## src/rtl/gtfc_map.vh

```
// Register map, field positions, reset values and timing counts of the
// general timer and free-running counter block.
// Assumes byte addresses on a 12-bit register port with 32-bit data.
`ifndef GTFC_MAP_VH
`define GTFC_MAP_VH

// ****************************************************************
// Register offsets
// ****************************************************************
`define GTFC_ADDR_W          12
`define GTFC_DATA_W          32
`define GTFC_OFF_CFG         12'h08c
`define GTFC_OFF_CNT         12'h090
`define GTFC_OFF_FREE        12'h09c
`define GTFC_OFF_IRQ_STAT    12'h0a0
`define GTFC_OFF_IRQ_MASK    12'h0a4

// ****************************************************************
// Field positions
// ****************************************************************
`define GTFC_CFG_EN_BIT      29
`define GTFC_LOAD_MSB        15
`define GTFC_LOAD_W          16
`define GTFC_WRAP_BIT        0

// ****************************************************************
// Reset values
// ****************************************************************
`define GTFC_LOAD_RST        16'hffff
`define GTFC_CNT_RST         16'hffff
`define GTFC_FREE_RST        32'h0000_0000

// ****************************************************************
// Timing
// ****************************************************************
`define GTFC_CLK_MHZ         100
`define GTFC_TICK_US         100
`define GTFC_TICK_CYC        (`GTFC_TICK_US * `GTFC_CLK_MHZ)
`define GTFC_FREE_MHZ        25
`define GTFC_FREE_CYC        (`GTFC_CLK_MHZ / `GTFC_FREE_MHZ)
`define GTFC_FREE_CLR_NS     160
`define GTFC_FREE_CLR_CYC    ((`GTFC_FREE_CLR_NS * `GTFC_CLK_MHZ) / 1000)
`define GTFC_DIV_W           16

`endif

```

## src/rtl/gtfc_tick_div.v

```verilog
// Clock-enable divider: one-cycle pulse every DIV cycles of sys_clk_i.
// Assumes the caller holds run_i low to stop it; it then restarts from zero.
`timescale 1ns/1ps
`default_nettype none

module gtfc_tick_div #(
    parameter integer DIV = 4,
    parameter integer W   = 16
) (
    input  wire         sys_clk_i,
    input  wire         rst_n_i,
    input  wire         run_i,
    output reg          tick_o
);

    localparam integer LAST_I = DIV - 1;
    localparam [W-1:0] LAST   = LAST_I[W-1:0];
    localparam [W-1:0] ONE    = {{(W-1){1'b0}}, 1'b1};

    reg [W-1:0] cnt;

    // ****************************************************************
    // Prescaler
    // ****************************************************************
    // Cleared while stopped so that the first period after a start is whole
    always @(posedge sys_clk_i) begin
        if (!rst_n_i) begin
            cnt    <= {W{1'b0}};
            tick_o <= 1'b0;
        end else if (!run_i) begin
            cnt    <= {W{1'b0}};
            tick_o <= 1'b0;
        end else if (cnt == LAST) begin
            cnt    <= {W{1'b0}};
            tick_o <= 1'b1;
        end else begin
            cnt    <= cnt + ONE;
            tick_o <= 1'b0;
        end
    end

endmodule

`default_nettype wire

```

## src/rtl/gtfc_timer_top.v

```verilog
// General timer with preload, wrap interrupt and 32-bit free-running counter.
// Assumes a register master on sys_clk_i with one-cycle strobes, no wait.
//
// Chosen here: the strobed register port.
`timescale 1ns/1ps
`default_nettype none
`include "gtfc_map.vh"

module gtfc_timer_top #(
    parameter integer TICK_CYCLES = `GTFC_TICK_CYC
) (
    input  wire                      sys_clk_i,
    input  wire                      rst_n_i,
    input  wire [`GTFC_ADDR_W-1:0]   addr_i,
    input  wire [`GTFC_DATA_W-1:0]   wr_data_i,
    input  wire                      wr_en_i,
    input  wire                      rd_en_i,
    output reg  [`GTFC_DATA_W-1:0]   rd_data_o,
    output reg                       irq_o
);

    // ****************************************************************
    // Constants
    // ****************************************************************
    localparam [`GTFC_LOAD_W-1:0] LOAD_RST  = `GTFC_LOAD_RST;
    localparam [`GTFC_LOAD_W-1:0] CNT_RST   = `GTFC_CNT_RST;
    localparam [`GTFC_LOAD_W-1:0] CNT_ZERO  = 16'h0000;
    localparam [`GTFC_LOAD_W-1:0] CNT_ONE   = 16'h0001;
    localparam [`GTFC_DATA_W-1:0] FREE_RST  = `GTFC_FREE_RST;
    localparam [`GTFC_DATA_W-1:0] FREE_ONE  = 32'h0000_0001;
    localparam [`GTFC_DATA_W-1:0] DATA_ZERO = 32'h0000_0000;

    // Longest clear time after reset, in cycles; the counter clears on the
    // reset edge itself, well inside this bound
    localparam integer FREE_CLR_CYC = `GTFC_FREE_CLR_CYC;

    // ****************************************************************
    // State
    // ****************************************************************
    reg                       run_en;
    reg  [`GTFC_LOAD_W-1:0]   timer_preload_value;
    reg  [`GTFC_LOAD_W-1:0]   timer_current_count;
    reg  [`GTFC_DATA_W-1:0]   free_count_value;
    reg                       timer_wrap_flag;
    reg                       timer_wrap_irq_enable;

    // ****************************************************************
    // Combinational signals
    // ****************************************************************
    reg                       wr_cfg;
    reg                       wr_stat;
    reg                       wr_mask;
    reg  [`GTFC_DATA_W-1:0]   next_rd_data;
    reg  [`GTFC_LOAD_W-1:0]   next_preload;
    reg  [`GTFC_LOAD_W-1:0]   next_count;
    reg                       next_wrap_flag;
    wire                      wr_run_bit;
    wire [`GTFC_LOAD_W-1:0]   wr_load_field;
    wire                      run_falling;
    wire                      timer_tick;
    wire                      free_tick;
    wire                      wrap_evt;

    assign wr_run_bit    = wr_data_i[`GTFC_CFG_EN_BIT];
    assign wr_load_field = wr_data_i[`GTFC_LOAD_MSB:0];
    assign run_falling   = wr_cfg && run_en && !wr_run_bit;

    // ****************************************************************
    // Tick dividers
    // ****************************************************************
    // The 100 us prescaler is held clear while the timer is stopped
    gtfc_tick_div #(
        .DIV (TICK_CYCLES),
        .W   (`GTFC_DIV_W)
    ) u_timer_div (
        .sys_clk_i (sys_clk_i),
        .rst_n_i   (rst_n_i),
        .run_i     (run_en),
        .tick_o    (timer_tick)
    );

    // The 25 MHz rate is an enable from the system clock, not a second clock
    gtfc_tick_div #(
        .DIV (`GTFC_FREE_CYC),
        .W   (`GTFC_DIV_W)
    ) u_free_div (
        .sys_clk_i (sys_clk_i),
        .rst_n_i   (rst_n_i),
        .run_i     (1'b1),
        .tick_o    (free_tick)
    );

    // ****************************************************************
    // Write decode
    // ****************************************************************
    always @* begin
        wr_cfg  = 1'b0;
        wr_stat = 1'b0;
        wr_mask = 1'b0;
        if (wr_en_i && addr_i == `GTFC_OFF_CFG) begin
            wr_cfg = 1'b1;
        end else if (wr_en_i && addr_i == `GTFC_OFF_IRQ_STAT) begin
            wr_stat = 1'b1;
        end else if (wr_en_i && addr_i == `GTFC_OFF_IRQ_MASK) begin
            wr_mask = 1'b1;
        end
    end

    // ****************************************************************
    // Configuration register
    // ****************************************************************
    // A falling enable overrides the preload written in the same cycle
    always @* begin
        next_preload = timer_preload_value;
        if (run_falling) begin
            next_preload = LOAD_RST;
        end else if (wr_cfg) begin
            next_preload = wr_load_field;
        end
    end

    always @(posedge sys_clk_i) begin
        if (!rst_n_i) begin
            run_en              <= 1'b0;
            timer_preload_value <= LOAD_RST;
        end else begin
            if (wr_cfg) begin
                run_en <= wr_run_bit;
            end
            timer_preload_value <= next_preload;
        end
    end

    // ****************************************************************
    // General timer count
    // ****************************************************************
    // A config write in the same cycle as a tick wins; that tick is dropped
    assign wrap_evt = run_en && timer_tick && !wr_cfg &&
                      (timer_current_count == CNT_ZERO);

    always @* begin
        next_count = timer_current_count;
        if (wr_cfg) begin
            next_count = next_preload;
        end else if (wrap_evt) begin
            next_count = CNT_RST;
        end else if (run_en && timer_tick) begin
            next_count = timer_current_count - CNT_ONE;
        end
    end

    always @(posedge sys_clk_i) begin
        if (!rst_n_i) begin
            timer_current_count <= CNT_RST;
        end else begin
            timer_current_count <= next_count;
        end
    end

    // ****************************************************************
    // Free-running counter
    // ****************************************************************
    // Cleared on the reset edge, so it reads zero one cycle after reset
    always @(posedge sys_clk_i) begin
        if (!rst_n_i) begin
            free_count_value <= FREE_RST;
        end else if (free_tick) begin
            free_count_value <= free_count_value + FREE_ONE;
        end
    end

    // ****************************************************************
    // Interrupt status and mask
    // ****************************************************************
    // A wrap in the cycle of a clear write keeps the flag set
    always @* begin
        next_wrap_flag = timer_wrap_flag;
        if (wrap_evt) begin
            next_wrap_flag = 1'b1;
        end else if (wr_stat && wr_data_i[`GTFC_WRAP_BIT]) begin
            next_wrap_flag = 1'b0;
        end
    end

    always @(posedge sys_clk_i) begin
        if (!rst_n_i) begin
            timer_wrap_flag       <= 1'b0;
            timer_wrap_irq_enable <= 1'b0;
        end else begin
            timer_wrap_flag <= next_wrap_flag;
            if (wr_mask) begin
                timer_wrap_irq_enable <= wr_data_i[`GTFC_WRAP_BIT];
            end
        end
    end

    // Registered, so the line follows the flag by one cycle
    always @(posedge sys_clk_i) begin
        if (!rst_n_i) begin
            irq_o <= 1'b0;
        end else begin
            irq_o <= timer_wrap_flag && timer_wrap_irq_enable;
        end
    end

    // ****************************************************************
    // Read path
    // ****************************************************************
    // Unmapped addresses and reserved bits read as zero
    always @* begin
        next_rd_data = DATA_ZERO;
        if (addr_i == `GTFC_OFF_CFG) begin
            next_rd_data[`GTFC_CFG_EN_BIT]  = run_en;
            next_rd_data[`GTFC_LOAD_MSB:0]  = timer_preload_value;
        end else if (addr_i == `GTFC_OFF_CNT) begin
            next_rd_data[`GTFC_LOAD_MSB:0]  = timer_current_count;
        end else if (addr_i == `GTFC_OFF_FREE) begin
            next_rd_data = free_count_value;
        end else if (addr_i == `GTFC_OFF_IRQ_STAT) begin
            next_rd_data[`GTFC_WRAP_BIT] = timer_wrap_flag;
        end else if (addr_i == `GTFC_OFF_IRQ_MASK) begin
            next_rd_data[`GTFC_WRAP_BIT] = timer_wrap_irq_enable;
        end
    end

    // Data stand only in the cycle after the read strobe
    always @(posedge sys_clk_i) begin
        if (!rst_n_i) begin
            rd_data_o <= DATA_ZERO;
        end else if (rd_en_i) begin
            rd_data_o <= next_rd_data;
        end else begin
            rd_data_o <= DATA_ZERO;
        end
    end

endmodule

`default_nettype wire

```

## config.mk

```make
export PLATFORM = sky130hd
export DESIGN_NAME = gtfc_timer_top
export DESIGN_NICKNAME = d
export VERILOG_FILES = /design/src/rtl/gtfc_tick_div.v /design/src/rtl/gtfc_timer_top.v
export VERILOG_INCLUDE_DIRS = /design/src /design/src/rtl
export SDC_FILE = /design/constraint.sdc
export NUM_CORES = 1
export LEC_CHECK = 0
export ABC_AREA = 1
export BUFFER_PORTS_ARGS = -buffer_cell sky130_fd_sc_hd__buf_2
export CAP_MARGIN = 20
export CORE_MARGIN = 5
export CORE_UTILIZATION = 25
export CTS_CLUSTER_SIZE = 40
export DETAILED_ROUTE_END_ITERATION = 12
export SETUP_SLACK_MARGIN = 0.5
export SLEW_MARGIN = 20
export SYNTH_ARGS = -nofsm -noshare
export SYNTH_HDL_FRONTEND = slang
export SYNTH_HIERARCHICAL = 1
export SYNTH_SLANG_ARGS = --single-unit
```

## constraint.sdc

```tcl
create_clock -name sys_clk_i -period 1.52 [get_ports sys_clk_i]
set_clock_uncertainty 0.05 [all_clocks]
set_input_delay 0 -clock sys_clk_i [delete_from_list [all_inputs] [get_ports sys_clk_i]]
set_output_delay 0 -clock sys_clk_i [all_outputs]
set_load 0.05 [all_outputs]
```

==> results.md <==
- Combinational power share: 0.041
- Violated checks: hold timing, setup timing
- Hold Path Class: in2reg
- Top cell type's share of synthesized area: 0.3904
- CP Max Fanout: 4
- Fraction of registers with async set/reset: 0
- Drt via density: 4.589
- Syn Area/Cell: 6.671 sq um
- Max clock buf depth: 2
- Cells after Synth: 1,030
- Fin crit period: 1577 ps
- Max transition margin: 0.3677
- Cell with the most instances after synthesis: nand2_1
- CP top delay family: simple AND/OR/NAND/NOR gates
- Total wire length: 21.83 mm
- Wire per inst: 13.83 um
- Post-synthesis compound-gate area fraction: 0.09468
- Seq cells post-synth: 134
- CTS Buf Count: 17
- Met3 Use GR: 0.02626
- Gr ovfl total: 0
- Layout cells sized above 1: 0.4540
- Syn Nets: 1,084
- Xor/xnor cell area share of the yosys netlist: 0.02039
- Routing usage on met2: 0.2426
- Worst path cell trace: buf_6 -> buf_6 -> nand2_4 -> nor2_4 -> nand2_4 -> nor2_4 -> nand4_1 -> xor2_1 -> nor2_1
- VDD IR max: 0.0008319 V
- Vias in the first global route: 6,872
- Power per cell area: 708.4 nW/um^2
- Syn. warnings: 6
- Syn Std Cell Area: 6872 sq um
- Run status: finished with violations
- Seq pwr share: 0.446
- Top cells by area, synth: dfxtp_1 (39%), nand2_1 (14%), nor2_1 (8.2%)
- CTS root buffer: clkbuf_16
- CTS Hold Bufs: 24
- Core ar.: 27,030 sq um
- Initial DRC Count: 413
- Worst-path clk slew: 60 ps
- Chip height: 175.8 um
- RSZ-0062 raised after global routing: yes
- Dpl cells: 1,441
- Switch share: 0.2254
- Area growth from synthesis to layout: 60.52%
- Final hold slack: -29.13 ps
- Slew Limit Fails: 0
- Final Cell Area: 11,030 sq um
- First drt pass iteration count: 6
- First-pass GRT wire length: 33.60 mm
- Tcrit/Tclk final: 1.037
- Nets: 1,281
- Post-route core utilization: 0.4081
- Overall Global Routing Usage: 0.1341
- CP max stage delay: 360 ps
- Crit path max-delay cell type: dfxtp_4
- GR Layer Usage met1: 0.1592
- Largest family of logic cells by synthesized area: simple AND/OR/NAND/NOR gates
- Cell taking the most area after synthesis: dfxtp_1
- Worst slew pin tran: 946.9 ps
- DP HPWL: 14.15 mm
- CP Class: reg2reg
- Post-synth EDFFs: 0
- Worst setup EP type: register
- Max cap viols: 0
- Cell-internal power: 6.053 mW
- Worst-Skew Late Latency: 420 ps
- Initial Utilization: 0.2543
- Critical path arrival: 1790 ps
- Non-filler cells, final: 1,579
- CP Buf/Inv Count: 2
- Sequential fraction of the synthesis area: 0.3904
- TritonCTS clock tree: built
- Post-synthesis adder-cell area fraction: 0.01092
- Mux share of post-synthesis cell area: 0
- Dominant synthesized flop cell: dfxtp_1
- H-tree levels: 4
- Clock Power Share: 0.513
- Die area: 30,900 sq um
- Top Ports: 81
- Synth unique cells: 41
- DRC Markers: 0
- RD Place Congestion: 0.8428
- Die Width: 175.8 um
- Crit start category: register
- Max Clk Rate: 634.2 MHz
- LEAKAGE: 4.577 nW
- Rows: 60
- GRT busiest layer: met2
- CP Data Required Time: 1740 ps
- Psw: 1.761 mW
- Post-route ant nets: 0
- Sink Count: 134
- R2r setup slk: -60 ps
- Number of inserted diodes: 0
- Synth cell count leaders: nand2_1 (249), nor2_1 (151), inv_1 (148)
- Placed cell area: 8083 sq um
- Setup-failing EPs final: 1
- Final Hold Violating Endpoints: 2
- Final worst slack: -56.89 ps
- Largest net degree at the start of global routing: 34
- Initial antenna violation count: 0
- Via count: 7,246
- Post-Synth Simple-Gate Area: 0.3740
- IO buf count: 65
-- path summary, 6_finish.rpt --
check                                          start                      end  cells past startpoint
worst max-delay path             free_count_value[1]     free_count_value[15]                      9
worst min-delay path                       addr_i[0]  timer_preload_value[12]                      6
worst max register to register   free_count_value[1]     free_count_value[15]                      9
worst min register to register  free_count_value[31]            rd_data_o[31]                      2
-- cells by family (layout without fill, tap and decap cells) --
logic type | count (synthesis) | in the layout
simple gates | 579 | 582
buf+inv | 179 | 384
flops | 134 | 134
compound gates | 115 | 115
xor+xnor | 16 | 16
fa+ha+maj | 6 | 6
other cells | 1 | 1
-- stage by stage --
step	power, mW	setup TNS (ps)	setup slack [ps]
after floorplan	3.681	0	197.0
after global placement	3.771	0	23.25
after detailed placement	3.774	0	42.81
after CTS	7.837	0	79.64
after global routing	8.082	-1023	-156.8
final	7.814	-56.89	-56.89
-- registers in the layout, indices dropped and copies added (netlist names) --
name / cells
timer_wrap_flag: 1
irq_o: 1
u_timer_div/cnt: 16
timer_wrap_irq_enable: 1
rd_data_o: 32
timer_current_count: 16
free_count_value: 32
timer_preload_value: 16
u_free_div/cnt: 16
u_timer_div/tick_o: 1
run_en: 1
u_free_div/tick_o: 1
-- power by group through the flow --
stage / Sequential [mW] / Combinational, mW / Clock [mW]
4_1_cts: 3.50 / 0.276 / 4.07
2_1_floorplan: 3.59 / 0.0878 / 0
5_1_grt: 3.48 / 0.342 / 4.26
6_report: 3.48 / 0.319 / 4.01
3_3_place_gp: 3.59 / 0.177 / 0
3_5_place_dp: 3.59 / 0.180 / 0
-- worst reg2reg max path, cell delays in order, from the launching register on --
cell and delay (ps):
dfxtp_4 360, buf_6 100, buf_6 90, nand2_4 40, nor2_4 150, nand2_4 100
nor2_4 130, nand4_1 110, xor2_1 240, nor2_1 70
-- cells in the final DEF (no fill, tap or decap), types with 7 or more instances in the layout --
master           n
o21ai_2         10
dlygate4sd3_1   21
nand2_2         48
clkbuf_16       19
dfxtp_4         21
o21ai_0         15
o21ai_1         29
dfxtp_2         41
o211ai_1        16
buf_12           7
buf_2           28
inv_2           24
buf_6           47
nor2_2          31
nand4_1         23
xor2_1           8
nor2_4          65
or2_0           13
a21oi_1         17
nand3_2         27
a21oi_2         22
nand2_4         20
nand3_1         49
inv_1          122
buf_4           88
nor2_1          77
dfxtp_1         72
nand3_4         11
nand2_1        192
-- layout make-up --
| cell class | instances | area, sq um |
|---|---|---|
| Inverter | 155 | 611.8 |
| Clock buffer | 20 | 479.2 |
| Fill cell | 2639 | 16000 |
| Sequential cell | 134 | 2813 |
| Timing Repair Buffer | 199 | 1805 |
| Clock inverter | 10 | 96.34 |
| Multi-Input combinational cell | 720 | 4798 |
| Tap cell | 341 | 426.7 |
-- routing by layer --
metal,vias up,wire length [um]
li1,3645,-
met1,3413,9095
met2,147,11330
met3,41,783
met4,0,624
met5,-,0
-- timing repair --
action | in CTS | in global routing
gates resized for setup | 229 | 198
buffers inserted | 51 | 29
setup endpoints to repair | 132 | 137
hold endpoints to repair | 36 | 1
pin swaps | 78 | 99
cloned | 3 | 1
Power figures use the tool's default switching activity.
